<file path="config.mk">
export PLATFORM = sky130hd
export DESIGN_NAME = fspc_core
export DESIGN_NICKNAME = d
export VERILOG_FILES = /design/src/rtl/fspc_pkg.sv /design/src/rtl/fspc_core.sv /design/src/rtl/fspc_target.sv
export SDC_FILE = /design/constraint.sdc
export NUM_CORES = 2
export LEC_CHECK = 0
export ABC_CLOCK_PERIOD_IN_PS = 5470
export BUFFER_PORTS_ARGS = -buffer_cell sky130_fd_sc_hd__buf_2
export CAP_MARGIN = 10
export CORE_ASPECT_RATIO = 1.25
export CORE_MARGIN = 2
export CORE_UTILIZATION = 45
export CTS_BUF_LIST = sky130_fd_sc_hd__clkbuf_8 sky130_fd_sc_hd__clkbuf_16
export CTS_CLUSTER_SIZE = 16
export DETAILED_ROUTE_END_ITERATION = 16
export PLACE_DENSITY_LB_ADDON = 0.05
export SYNTH_ARGS = -nofsm -noshare
export SYNTH_HDL_FRONTEND = slang
export SYNTH_SLANG_ARGS = --single-unit
</file>
<file path="constraint.sdc">
create_clock -name clk -period 5.47 [get_ports clk]
set_input_delay 0.547 -clock clk [delete_from_list [all_inputs] [get_ports clk]]
set_output_delay 0.547 -clock clk [all_outputs]
set_load 0.005 [all_outputs]
</file>
<file path="src/rtl/fspc_pkg.sv">
// Purpose: shared constants and types for the five-stage pipeline control
// Assumes: 32-bit addresses, 32-bit instruction words
// Notes:   phases are modelled as the two halves of one clk period pair
package fspc_pkg;

	localparam int          FSPC_XLEN        = 32;
	localparam int          FSPC_JT_W        = 26;
	localparam int          FSPC_PC_HI_W     = 4;
	localparam int          FSPC_OFF_W       = 16;
	localparam int          FSPC_RIDX_W      = 5;
	localparam logic [31:0] FSPC_RESET_PC    = 32'hBFC0_0000;
	localparam logic [31:0] FSPC_NOP         = 32'h0000_0000;
	localparam logic [31:0] FSPC_INSN_STEP   = 32'h0000_0004;

	// opcode and function field values used by the decoder
	localparam logic [5:0]  FSPC_OP_SPECIAL  = 6'h00;
	localparam logic [5:0]  FSPC_OP_J        = 6'h02;
	localparam logic [5:0]  FSPC_OP_JAL      = 6'h03;
	localparam logic [5:0]  FSPC_OP_BEQ      = 6'h04;
	localparam logic [5:0]  FSPC_OP_BNE      = 6'h05;
	localparam logic [5:0]  FSPC_OP_BEQL     = 6'h14;
	localparam logic [5:0]  FSPC_OP_BNEL     = 6'h15;
	localparam logic [5:0]  FSPC_OP_ADDIU    = 6'h09;
	localparam logic [5:0]  FSPC_OP_LW       = 6'h23;
	localparam logic [5:0]  FSPC_OP_SW       = 6'h2B;
	localparam logic [5:0]  FSPC_FN_JR       = 6'h08;
	localparam logic [5:0]  FSPC_FN_JALR     = 6'h09;

	typedef enum logic [1:0] {
		FSPC_PH_1 = 2'b01,
		FSPC_PH_2 = 2'b10
	} fspc_phase_t;

	typedef enum logic [2:0] {
		FSPC_BR_NONE   = 3'b001,
		FSPC_BR_NORMAL = 3'b010,
		FSPC_BR_LIKELY = 3'b100
	} fspc_brk_t;

endpackage

</file>
<file path="src/rtl/fspc_core.sv">
// Purpose: control of a five-stage integer pipeline with two phases per stage
// Assumes: caches and translation buffers answer with ready/miss levels
// Notes:   phase_reg alternates each clk; a stage advances at the end of phase 2
`timescale 1ns/1ps
module fspc_core #(
	parameter int XLEN = fspc_pkg::FSPC_XLEN
) (
	// clock and reset
	input  wire logic             clk,
	input  wire logic             rst,
	// instruction side
	output logic [XLEN-1:0]       fetch_addr,
	output logic                  itrans_start,
	output logic                  icache_start,
	output logic [XLEN-1:0]       alt_fetch_addr,
	input  wire logic [31:0]      fetch_insn,
	input  wire logic             instr_translation_miss,
	input  wire logic             instr_cache_miss,
	// data side
	output logic                  dcache_start,
	output logic                  dtrans_start,
	output logic                  jtrans_start,
	output logic [XLEN-1:0]       data_addr,
	output logic [XLEN-1:0]       store_data,
	output logic                  store_en,
	input  wire logic [XLEN-1:0]  load_raw,
	input  wire logic             data_cache_miss,
	input  wire logic             coproc_possible_exception,
	// resource slips
	input  wire logic             muldiv_start_slip,
	input  wire logic             fp_coproc_busy_slip,
	// register file
	output logic [4:0]            rf_raddr_a,
	output logic [4:0]            rf_raddr_b,
	input  wire logic [XLEN-1:0]  rf_rdata_a,
	input  wire logic [XLEN-1:0]  rf_rdata_b,
	output logic                  rf_we,
	output logic [4:0]            rf_waddr,
	output logic [XLEN-1:0]       rf_wdata,
	// status
	output logic                  stall,
	output logic                  slip,
	output logic                  reserved_instr_exception,
	output logic [XLEN-1:0]       exc_pc
);
	import fspc_pkg::*;

	// ****************************************
	// pipeline state
	// ****************************************
	fspc_phase_t      phase_reg, phase_next;
	logic [XLEN-1:0]  pc_reg, pc_next;
	logic [XLEN-1:0]  redir_reg, redir_next;
	logic             redir_v_reg, redir_v_next;
	logic             r_v_reg, r_v_next;
	logic [31:0]      r_insn_reg, r_insn_next;
	logic [XLEN-1:0]  r_pc_reg, r_pc_next;
	logic             a_v_reg, a_v_next;
	logic [31:0]      a_insn_reg, a_insn_next;
	logic [XLEN-1:0]  a_pc_reg, a_pc_next;
	logic [XLEN-1:0]  a_opa_reg, a_opa_next;
	logic [XLEN-1:0]  a_opb_reg, a_opb_next;
	logic [XLEN-1:0]  a_btgt_reg, a_btgt_next;
	logic             a_null_reg, a_null_next;
	logic             d_v_reg, d_v_next;
	logic             d_ld_reg, d_ld_next;
	logic             d_wr_reg, d_wr_next;
	logic [4:0]       d_dst_reg, d_dst_next;
	logic [XLEN-1:0]  d_res_reg, d_res_next;
	logic [XLEN-1:0]  d_pc_reg, d_pc_next;
	logic             w_v_reg, w_v_next;
	logic             w_wr_reg, w_wr_next;
	logic             w_exc_reg, w_exc_next;
	logic [4:0]       w_dst_reg, w_dst_next;
	logic [XLEN-1:0]  w_res_reg, w_res_next;
	logic [XLEN-1:0]  w_pc_reg, w_pc_next;
	logic [XLEN-1:0]  sd_reg, sd_next;
	logic             se_reg, se_next;
	logic             wb_we_reg, wb_we_next;
	logic [4:0]       wb_dst_reg, wb_dst_next;
	logic [XLEN-1:0]  wb_res_reg, wb_res_next;
	logic             exc_reg, exc_next;
	logic [XLEN-1:0]  exc_pc_reg, exc_pc_next;

	// ****************************************
	// decode helpers
	// ****************************************
	function automatic fspc_brk_t br_kind(input logic [31:0] i);
		unique case (i[31:26])
			FSPC_OP_BEQ, FSPC_OP_BNE:   br_kind = FSPC_BR_NORMAL;
			FSPC_OP_BEQL, FSPC_OP_BNEL: br_kind = FSPC_BR_LIKELY;
			default:                    br_kind = FSPC_BR_NONE;
		endcase
	endfunction

	function automatic logic is_known(input logic [31:0] i);
		unique case (i[31:26])
			FSPC_OP_SPECIAL, FSPC_OP_J, FSPC_OP_JAL, FSPC_OP_BEQ, FSPC_OP_BNE,
			FSPC_OP_BEQL, FSPC_OP_BNEL, FSPC_OP_ADDIU, FSPC_OP_LW, FSPC_OP_SW:
				is_known = 1'b1;
			default: is_known = 1'b0;
		endcase
	endfunction

	function automatic logic [4:0] dst_of(input logic [31:0] i);
		dst_of = (i[31:26] == FSPC_OP_SPECIAL) ? i[15:11] :
			(i[31:26] == FSPC_OP_JAL) ? 5'h1F : i[20:16];
	endfunction

	function automatic logic writes_rf(input logic [31:0] i);
		writes_rf = (i[31:26] == FSPC_OP_SPECIAL && i[5:0] != FSPC_FN_JR) ||
			i[31:26] == FSPC_OP_ADDIU || i[31:26] == FSPC_OP_LW ||
			i[31:26] == FSPC_OP_JAL;
	endfunction

	// ****************************************
	// combinational control
	// ****************************************
	logic [XLEN-1:0]  jt, rt, bt, fwd_a, fwd_b, sum, ld_data;
	logic             ph2, load_hazard, br_taken, is_br, is_jmp, is_jr, ri;
	logic             d_exc, kill;

	fspc_target u_target (
		.insn       (r_insn_reg),
		.pc         (r_pc_reg),
		.rs_val     (rf_rdata_a),
		.jump_tgt   (jt),
		.reg_tgt    (rt),
		.branch_tgt (bt)
	);

	always_comb begin
		ph2         = (phase_reg == FSPC_PH_2);
		rf_raddr_a  = r_insn_reg[25:21];
		rf_raddr_b  = r_insn_reg[20:16];
		// load result not ready before the instruction after the load slot
		load_hazard = r_v_reg && a_v_reg && a_insn_reg[31:26] == FSPC_OP_LW &&
			(dst_of(a_insn_reg) == r_insn_reg[25:21] ||
			dst_of(a_insn_reg) == r_insn_reg[20:16]);
		slip        = r_v_reg && !exc_reg && (load_hazard || muldiv_start_slip ||
			fp_coproc_busy_slip || instr_cache_miss || instr_translation_miss);
		stall       = data_cache_miss || coproc_possible_exception;
		// forwarding from data stage, load data arrives in writeback latch
		fwd_a = a_opa_reg;
		fwd_b = a_opb_reg;
		if (w_wr_reg && w_dst_reg == a_insn_reg[25:21] && w_dst_reg != 5'h00)
			fwd_a = w_res_reg;
		if (w_wr_reg && w_dst_reg == a_insn_reg[20:16] && w_dst_reg != 5'h00)
			fwd_b = w_res_reg;
		if (d_wr_reg && !d_ld_reg && d_dst_reg == a_insn_reg[25:21] && d_dst_reg != 5'h00)
			fwd_a = d_res_reg;
		if (d_wr_reg && !d_ld_reg && d_dst_reg == a_insn_reg[20:16] && d_dst_reg != 5'h00)
			fwd_b = d_res_reg;
		sum      = fwd_a + {{16{a_insn_reg[15]}}, a_insn_reg[15:0]};
		br_taken = a_v_reg && !a_null_reg && ((a_insn_reg[26] == 1'b0) ?
			(fwd_a == fwd_b) : (fwd_a != fwd_b)) && br_kind(a_insn_reg) != FSPC_BR_NONE;
		ri       = a_v_reg && !a_null_reg && !is_known(a_insn_reg);
		d_exc    = ri;
		kill     = exc_reg;
		is_br    = br_kind(r_insn_reg) != FSPC_BR_NONE;
		is_jmp   = r_insn_reg[31:26] == FSPC_OP_J || r_insn_reg[31:26] == FSPC_OP_JAL;
		is_jr    = r_insn_reg[31:26] == FSPC_OP_SPECIAL &&
			(r_insn_reg[5:0] == FSPC_FN_JR || r_insn_reg[5:0] == FSPC_FN_JALR);
		ld_data  = load_raw;
	end

	always_comb begin
		phase_next   = ph2 ? FSPC_PH_1 : FSPC_PH_2;
		pc_next      = pc_reg;
		redir_next   = redir_reg;
		redir_v_next = redir_v_reg;
		r_v_next = r_v_reg;       r_insn_next = r_insn_reg; r_pc_next = r_pc_reg;
		a_v_next = a_v_reg;       a_insn_next = a_insn_reg; a_pc_next = a_pc_reg;
		a_opa_next = a_opa_reg;   a_opb_next = a_opb_reg;   a_btgt_next = a_btgt_reg;
		a_null_next = a_null_reg;
		d_v_next = d_v_reg;       d_ld_next = d_ld_reg;     d_wr_next = d_wr_reg;
		d_dst_next = d_dst_reg;   d_res_next = d_res_reg;   d_pc_next = d_pc_reg;
		w_v_next = w_v_reg;       w_wr_next = w_wr_reg;     w_exc_next = w_exc_reg;
		w_dst_next = w_dst_reg;   w_res_next = w_res_reg;   w_pc_next = w_pc_reg;
		sd_next = sd_reg;         se_next = 1'b0;
		wb_we_next = 1'b0;        wb_dst_next = wb_dst_reg; wb_res_next = wb_res_reg;
		exc_next = exc_reg;       exc_pc_next = exc_pc_reg;
		if (ph2 && !stall) begin
			// writeback: exception state resolved first, write only if clean
			exc_next    = w_v_reg && w_exc_reg;
			exc_pc_next = w_pc_reg;
			// instructions older than an excepting one still retire their write
			wb_we_next  = w_v_reg && w_wr_reg && !w_exc_reg;
			wb_dst_next = w_dst_reg;
			wb_res_next = w_res_reg;
			// data to writeback always advances, even in a slip
			w_v_next   = d_v_reg && !kill;
			w_wr_next  = d_wr_reg;
			w_dst_next = d_dst_reg;
			w_res_next = d_ld_reg ? ld_data : d_res_reg;
			w_pc_next  = d_pc_reg;
			w_exc_next = 1'b0;
			// execute to data
			d_v_next   = a_v_reg && !a_null_reg && !kill;
			d_ld_next  = a_insn_reg[31:26] == FSPC_OP_LW;
			d_wr_next  = writes_rf(a_insn_reg) && a_v_reg && !a_null_reg && !d_exc;
			d_dst_next = dst_of(a_insn_reg);
			// link value for calls, register sum for other special words
			if (a_insn_reg[31:26] == FSPC_OP_JAL ||
				(a_insn_reg[31:26] == FSPC_OP_SPECIAL && a_insn_reg[5:0] == FSPC_FN_JALR))
				d_res_next = a_btgt_reg;
			else if (a_insn_reg[31:26] == FSPC_OP_SPECIAL)
				d_res_next = fwd_a + fwd_b;
			else
				d_res_next = sum;
			d_pc_next  = a_pc_reg;
			se_next    = a_v_reg && !a_null_reg && !kill &&
				a_insn_reg[31:26] == FSPC_OP_SW;
			sd_next    = fwd_b;
			if (d_exc && !kill) begin
				w_exc_next = 1'b0;
				d_wr_next  = 1'b0;
				exc_next   = 1'b1;
				exc_pc_next = a_pc_reg;
				d_v_next   = 1'b0;
			end
			if (slip) begin
				a_v_next = 1'b0;
				// a redirect decided now must survive the slip of its delay slot
				if (br_taken) begin
					redir_v_next = 1'b1;
					redir_next   = a_btgt_reg;
				end else if (redir_v_reg && a_v_reg &&
					a_insn_reg[31:26] == FSPC_OP_SPECIAL) begin
					redir_next   = fwd_a;
				end
			end else begin
				// register to execute issue
				a_v_next    = r_v_reg && !kill && !d_exc;
				a_insn_next = r_insn_reg;
				a_pc_next   = r_pc_reg;
				a_opa_next  = rf_rdata_a;
				a_opb_next  = rf_rdata_b;
				// the writeback latch reaches the file one clk too late for this read
				if (w_v_reg && w_wr_reg && w_dst_reg == rf_raddr_a && w_dst_reg != 5'h00)
					a_opa_next = w_res_reg;
				if (w_v_reg && w_wr_reg && w_dst_reg == rf_raddr_b && w_dst_reg != 5'h00)
					a_opb_next = w_res_reg;
				a_btgt_next = r_pc_reg + FSPC_INSN_STEP + FSPC_INSN_STEP;  // link value
				a_null_next = 1'b0;
				// delay slot of an untaken likely branch carries no effect
				if (br_kind(a_insn_reg) == FSPC_BR_LIKELY && a_v_reg && !br_taken)
					a_null_next = 1'b1;
				// jumps redirect after the slot instruction, which is in fetch now
				redir_v_next = r_v_reg && (is_jmp || is_jr);
				redir_next   = is_jr ? rt : jt;
				if (is_br)
					a_btgt_next = bt;
				r_v_next    = !kill && !d_exc;
				r_insn_next = fetch_insn;
				r_pc_next   = pc_reg;
				pc_next     = pc_reg + FSPC_INSN_STEP;
				if (br_taken)
					pc_next = a_btgt_reg;
				else if (redir_v_reg)
					pc_next = (a_v_reg && a_insn_reg[31:26] == FSPC_OP_SPECIAL) ?
						fwd_a : redir_reg;
				// the word fetched after the slot is the fall-through path: drop it
				if (br_taken || redir_v_reg)
					r_v_next = 1'b0;
			end
			if (kill) begin
				a_v_next    = 1'b0;
				r_v_next    = 1'b0;
				redir_v_next = 1'b0;
				pc_next     = FSPC_RESET_PC;
				exc_next    = 1'b0;
			end
		end
	end

	always_ff @(posedge clk) begin
		if (rst) begin
			phase_reg <= FSPC_PH_1;
			pc_reg <= FSPC_RESET_PC;  redir_reg <= '0;  redir_v_reg <= 1'b0;
			r_v_reg <= 1'b0;  r_insn_reg <= FSPC_NOP;  r_pc_reg <= '0;
			a_v_reg <= 1'b0;  a_insn_reg <= FSPC_NOP;  a_pc_reg <= '0;
			a_opa_reg <= '0;  a_opb_reg <= '0;  a_btgt_reg <= '0;  a_null_reg <= 1'b0;
			d_v_reg <= 1'b0;  d_ld_reg <= 1'b0;  d_wr_reg <= 1'b0;
			d_dst_reg <= '0;  d_res_reg <= '0;  d_pc_reg <= '0;
			w_v_reg <= 1'b0;  w_wr_reg <= 1'b0;  w_exc_reg <= 1'b0;
			w_dst_reg <= '0;  w_res_reg <= '0;  w_pc_reg <= '0;
			sd_reg <= '0;  se_reg <= 1'b0;
			wb_we_reg <= 1'b0;  wb_dst_reg <= '0;  wb_res_reg <= '0;
			exc_reg <= 1'b0;  exc_pc_reg <= '0;
		end else begin
			phase_reg <= phase_next;
			pc_reg <= pc_next;  redir_reg <= redir_next;  redir_v_reg <= redir_v_next;
			r_v_reg <= r_v_next;  r_insn_reg <= r_insn_next;  r_pc_reg <= r_pc_next;
			a_v_reg <= a_v_next;  a_insn_reg <= a_insn_next;  a_pc_reg <= a_pc_next;
			a_opa_reg <= a_opa_next;  a_opb_reg <= a_opb_next;
			a_btgt_reg <= a_btgt_next;  a_null_reg <= a_null_next;
			d_v_reg <= d_v_next;  d_ld_reg <= d_ld_next;  d_wr_reg <= d_wr_next;
			d_dst_reg <= d_dst_next;  d_res_reg <= d_res_next;  d_pc_reg <= d_pc_next;
			w_v_reg <= w_v_next;  w_wr_reg <= w_wr_next;  w_exc_reg <= w_exc_next;
			w_dst_reg <= w_dst_next;  w_res_reg <= w_res_next;  w_pc_reg <= w_pc_next;
			sd_reg <= sd_next;  se_reg <= se_next;
			wb_we_reg <= wb_we_next;  wb_dst_reg <= wb_dst_next;  wb_res_reg <= wb_res_next;
			exc_reg <= exc_next;  exc_pc_reg <= exc_pc_next;
		end
	end

	// ****************************************
	// outputs
	// ****************************************
	always_comb begin
		fetch_addr     = pc_reg;
		alt_fetch_addr = a_btgt_reg;
		itrans_start   = !ph2 && !stall;
		icache_start   = ph2 && !stall;
		dcache_start   = ph2 && a_v_reg && !a_null_reg &&
			(a_insn_reg[31:26] == FSPC_OP_LW || a_insn_reg[31:26] == FSPC_OP_SW);
		dtrans_start   = dcache_start;
		jtrans_start   = !ph2 && d_v_reg && d_ld_reg;
		data_addr      = sum;
		store_data     = sd_reg;
		store_en       = se_reg;
		rf_we          = wb_we_reg;
		rf_waddr       = wb_dst_reg;
		rf_wdata       = wb_res_reg;
		reserved_instr_exception = exc_reg;
		exc_pc         = exc_pc_reg;
	end
endmodule // fspc_core

</file>
<file path="src/rtl/fspc_target.sv">
// Purpose: jump and branch target formation
// Assumes: delay-slot address is pc of branch plus one instruction
// Notes:   pure combinational
`timescale 1ns/1ps
module fspc_target (
	// instruction and addresses
	input  wire logic [31:0]                   insn,
	input  wire logic [fspc_pkg::FSPC_XLEN-1:0] pc,
	input  wire logic [fspc_pkg::FSPC_XLEN-1:0] rs_val,
	// targets
	output logic      [fspc_pkg::FSPC_XLEN-1:0] jump_tgt,
	output logic      [fspc_pkg::FSPC_XLEN-1:0] reg_tgt,
	output logic      [fspc_pkg::FSPC_XLEN-1:0] branch_tgt
);
	import fspc_pkg::*;
	logic [FSPC_XLEN-1:0] slot_pc;

	always_comb begin
		slot_pc    = pc + FSPC_INSN_STEP;
		jump_tgt   = {slot_pc[31:28], insn[25:0], 2'b00};
		reg_tgt    = rs_val;
		branch_tgt = slot_pc + {{14{insn[15]}}, insn[15:0], 2'b00};
	end
endmodule // fspc_target

</file>
After elaboration in Yosys (flattened, before gate mapping)
Cells that the tools add are included. W data, S select, Z words.

$mul: 0. Divide/modulo/power cells: 0. Add/subtract/negate cells: 6. Shift operators: 0. Equal/unequal tests: 36. Reduce and logical (&&, ||, !) cells: 85. $lt $le $gt $ge: 0. Muxes and demuxes: 42. Bitwise operators: 2.

Operator list (number): $mux W32 (20); $add A32 B3 Y32 const B (3); $add A32 B32 Y32 (3); $logic_and A1 B1 Y1 (48); $eq A5 B5 Y1 (8); $eq A32 B32 Y1 (1); $ne A32 B32 Y1 (1); $eq A6 B2 Y1 const B (4); $eq A6 B3 Y1 const B (4); $eq A6 B4 Y1 const B (4); $eq A6 B5 Y1 const B (4); $logic_or A1 B1 Y1 (15); $mux W1 (15); $eq A6 B6 Y1 const B (2); $logic_not A6 Y1 (2); $ne A3 B1 Y1 const B (4); $pmux W3 S2 (2); $mux W5 (2); $reduce_bool A5 Y1 (2); $reduce_or A10 Y1 (1); $reduce_or A2 Y1 (5); $logic_not A1 Y1 (8); $reduce_and A2 Y1 (4); $mux W3 (2); 6 further kinds (7).

Input port bits: 136. Word-level logic and storage cells: 203. Memory bits (writable): 0. Flip-flop bits (word level): 541. Memory bits (read-only): 0. Output and inout bits: 217. Memories kept: 0. Bits in latches: 0.

Logic depth before layout (Yosys ltp)
Word-level depth: 17. Depth in mapped cells: 23. Gate-level depth less buffers: 20.

Hierarchy
From an unflattened synthesis, not the netlist that was laid out.

Cell total of the unflattened synthesis: 4244. Area, all modules: 32169.6 sq um.

By module, submodules not included: fspc_core (seq. area each 10830.4 sq um, cells an instance 3873, area an instance 29523.3 sq um, instances 1); fspc_target (seq. area each 0.0 sq um, cells an instance 371, area an instance 2646.3 sq um, instances 1).

Least setup slack after synthesis
No wires, ideal clock.

Kind: register -> output. Start: register w_dst_reg[0]. End: output data_addr[26]. Arrival time: 4893 ps. Cell stages (with the launch flop): 21. Slack: 30 ps. Data required time: 4923 ps. Buffers on the path: 3. Cells stage by stage: dfxtp_1 buf_2 xor2_1 or4b_1 clkbuf_1 nor2_1 buf_1 mux2i_1 o21ai_0 ha_1 nor2b_1 o21ai_0 a21oi_1 o41a_1 a2111oi_2 nor3_1 a21oi_1 o21ai_1 nand2b_1 a21boi_0 xnor2_1.

Word-level cells in the longest chain between the ends: 6. Elaborated cells between the ends (all ways): 7. Classes of those cells: add/sub: 1; eq/ne: 1; mux: 2; reduce/logical: 3.

RTL lines: start, declared (RTL line fspc_core.sv:74) `logic [4:0] w_dst_reg, w_dst_next;`; start signal, assigned (RTL line fspc_core.sv:301) `w_dst_reg <= w_dst_next; w_res_reg <= w_res_next; w_pc_reg <= w_pc_next;`; $eq A5 B5 Y1 (RTL line fspc_core.sv:146) `if (w_wr_reg && w_dst_reg == a_insn_reg[25:21] && w_dst_reg != 5'h00)`; $logic_and A1 B1 Y1 (RTL line fspc_core.sv:146); $logic_and A1 B1 Y1 (*) (RTL line fspc_core.sv:146); $mux W32 (*) (RTL line fspc_core.sv:146); $mux W32 (*) (RTL line fspc_core.sv:150) `if (d_wr_reg && !d_ld_reg && d_dst_reg == a_insn_reg[25:21] && d_dst_reg != 5'h00)`; $add A32 B32 Y32 (*) (RTL line fspc_core.sv:154) `sum = fwd_a + {{16{a_insn_reg[15]}}, a_insn_reg[15:0]};`; end, declared (RTL line fspc_core.sv:23) `output logic [XLEN-1:0] data_addr,`.

Mark *: on every way between the ends. The rest lies on a longest branch, timed or not.

Final worst setup path
Start: register a_insn_reg[24]. End: output data_addr[24].

Word-level cells in the longest chain between the ends: 6. Elaborated cells between the ends (all ways): 9. Classes of those cells: add/sub: 1; eq/ne: 2; mux: 2; reduce/logical: 4.

RTL lines: start, declared (RTL line fspc_core.sv:59) `logic [31:0] a_insn_reg, a_insn_next;`; start signal, assigned (RTL line fspc_core.sv:295) `a_v_reg <= a_v_next; a_insn_reg <= a_insn_next; a_pc_reg <= a_pc_next;`; $eq A5 B5 Y1 (RTL line fspc_core.sv:146); $logic_and A1 B1 Y1 (2 in a row) (RTL line fspc_core.sv:146); $mux W32 (RTL line fspc_core.sv:146); $mux W32 (*) (RTL line fspc_core.sv:150); $add A32 B32 Y32 (*) (RTL line fspc_core.sv:154).

Marks and branches as above.

==> metrics.cfg <==
[clock_network]
cts_root_buffer=clkbuf_16
cts_htree_levels=2
cts_buffers=59
cts_buffer_depth=3
clkLatencyLatePin_ns=0.66
cts_tree=built
cts.sinks=539
clkTransAtPathRegs_ns=0.06
postCtsHoldBufs=0

[detailed_routing]
first_iter_violations=2328
viasPerCell=5.744
wl_per_cell_um=22.43
wl_um=117800
drc=0
postRouteAntennaNets=0
vias=30190
firstDrtPassIters=5

[synthesis]
synth_cell_types=90
synth_edf_count=0
syn_nets=4259
yosysWarnings=0
synth_compound_area_share_pct=22.72
synthXorXnorAreaFrac_pct=5.323
muxShareOfSynthArea_pct=6.395
ys_seq_area_share_pct=35.26
synth_top_family_by_area=compound AO/OA/AOI/OAI gates
yosys.area_share.adder_pct=4.031
synth-simple-area-share_pct=21.62
yosysTopAreaCell=dfxtp_1
netlist_instances=4027
synth_area_sq_um=30600
syn_avg_cell_area_sq_um=7.599
postSynth.asyncResetShare_pct=0
synth-seq-cells=539
synth_top_area_share_pct=35.26
synth_ff_type=dfxtp_1
ys_top_cells_by_area=dfxtp_1 (35%), nand2_1 (11%), a21oi_1 (7.3%)

[critical_path]
worst_setup_path_start_kind=register
crit_chain=xor2_4 -> or4b_4 -> nor2_4 -> buf_4 -> mux2i_1 -> o21ai_1 -> inv_1 -> fa_2 -> nor2b_4 -> o21ai_2 -> a21oi_2 -> o41a_1 -> a2111oi_4 -> nor3_2 -> a21oi_2 -> o21ai_2 -> nor4b_2 -> nor3_1 -> xor2_1 -> buf_2
cpPeakStageDelay_ns=0.55
cp_max_fo=3
cp.required_ns=4.92
crit_slowest_cell=or4b_4
arrival_ns=5.01
crit_type=reg -> out
cp-end-kind=primary output

[cells_and_area]
layout_commonest_cell=nand2_1
area_growth_pct=19.98
drive_gt1_share_pct=17.66
fill_cells=6545
fin_area_sq_um=36720
final_cell_mix=nand2_1 (871), dfxtp_1 (533), a21oi_1 (436)
final_net_count=4572

[sta]
worst_pin_slew_ns=1.210
clock_skew_ns=0.03861
rsz0062_at_grt=yes
maxSlewHeadroom_pct=19.33
setup_viol=4
hold_violations=0
maxSlewViolCount=0
setup_ws_ns=-0.08596
period_needed_ns=5.556
period_share_pct=101.6
fmax_mhz=180.0

[placement]
place_ws_ns=0.1513
hpwl_um=87980
place_congestion=0.9704
port_buffers=352
dpl_cell_area_sq_um=33760

[global_routing]
grt_max_degree=212
grt_pass1_vias=28110
antenna_found_initial=4
grt_pass1_wl_um=175000
overflow=0
track_usage_pct=32.30

[power_and_ir_drop]
power_uw=8875
power_density_nw_per_um2=241.7
p_leak_uw=0.01400
irDropWorstVdd_uv=247.8

[floorplanning]
die-area_sq_um=70120
initial_core_util_pct=45.60
rows=106
floorplan.io_pins=353
die_w_um=237.2
coreArea_sq_um=67110
die_y_um=295.6

[hold_path]
hold_path_class=in -> reg

[status]
violations=negative setup slack
status=complete, but fails checks

[flow_run]
maxCapViolations=0

==> area by class of cell <==
class	instances	area, sq um	area share, %
clock buffer	71	1642	4.471
clock inverter	39	427.9	1.165
antenna	2	5.005	0.01363
timing repair buffer	558	3606	9.821
sequential	539	10800	29.42
inverter	43	168.9	0.4601
tap	864	1081	2.944
multi-input combinational	3139	18980	51.70
==> worst max-delay path, delay by kind of cell (launching register included) <==
kind / cells / cell delay, ns
compound gates: 7 / 1.54
buf+inv: 3 / 0.40
flops: 1 / 0.37
mux: 1 / 0.18
simple gates: 6 / 1.16
fa+ha+maj: 1 / 0.24
xor+xnor: 2 / 0.46
==> synth_stat cells, types with 31 or more instances <==
| library cell | n |
|---|---|
| a211oi_1 | 170 |
| buf_2 | 31 |
| xnor2_1 | 115 |
| o21ai_0 | 161 |
| nand2_1 | 871 |
| mux2i_1 | 191 |
| inv_1 | 41 |
| clkbuf_1 | 240 |
| dfxtp_1 | 539 |
| nor2_1 | 356 |
| a21o_1 | 42 |
| nor3_1 | 49 |
| xor2_1 | 71 |
| nand3_1 | 86 |
| and2_1 | 36 |
| ha_1 | 93 |
| a21oi_1 | 445 |
| o211ai_1 | 44 |
==> power by group <==
part / internal, uW / switching, uW / total (uW)
Sequential: 3970 / 57.7 / 4030
Clock: 2470 / 1770 / 4240
Combinational: 219 / 392 / 610
Total: 6660 / 2220 / 8870
==> path summary, 6_finish.rpt <==
path | startpoint | to | slack, ns | depth (start not counted)
worst max-delay path | a_insn_reg[24]$_SDFFE_PP0P_ | data_addr[24] | -0.09 | 20
worst max register to register | w_dst_reg[4]$_SDFFE_PP0P_ | fetch_addr[23]$_SDFFE_PP1P_ | 0.13 | 21
worst min-delay path | fetch_insn[24] | r_insn_reg[24]$_SDFFE_PP0P_ | 0.12 | 3
worst min register to register | d_pc_reg[21]$_SDFFE_PP0P_ | w_pc_reg[21]$_SDFFE_PP0P_ | 0.45 | 2
==> logic make-up after synthesis <==
| family | after synthesis |
|---|---|
| and+or+nand+nor | 1559 |
| AOI/OAI and AO/OA | 1102 |
| DFF | 539 |
| buffers and inverters | 349 |
| muxes | 195 |
| xor gates and xnor gates | 186 |
| adders and majority gates | 97 |
==> metal layers <==
metal / vias to the layer above / track usage (%) / routed length, um
li1: 14740 / - / -
met1: 14320 / 42.17 / 51040
met2: 916 / 53.64 / 54770
met3: 204 / 4.043 / 6251
met4: 4 / 14.07 / 5765
met5: - / 0 / 27
==> per-stage QoR <==
stage	utilization, %	cells	TNS (ns)	hold WS [ns]
after floorplan	-	4027	0	0.4321
after global placement	50.30	5104	0	0.4386
after detailed placement	50.30	5104	0	0.4435
after CTS	54.03	5240	-0.5821	0.08714
after global routing	54.71	5254	-1.581	0.1114
final	54.71	5255	-0.2266	0.1217
==> repair_timing <==
action,4_1_cts,5_1_grt
resized for setup,50,68
cloned,0,1
pin swaps,23,31
endpoints found under the setup margin,18,70
buffers inserted,27,12
(Power assumes the default switching activity.)
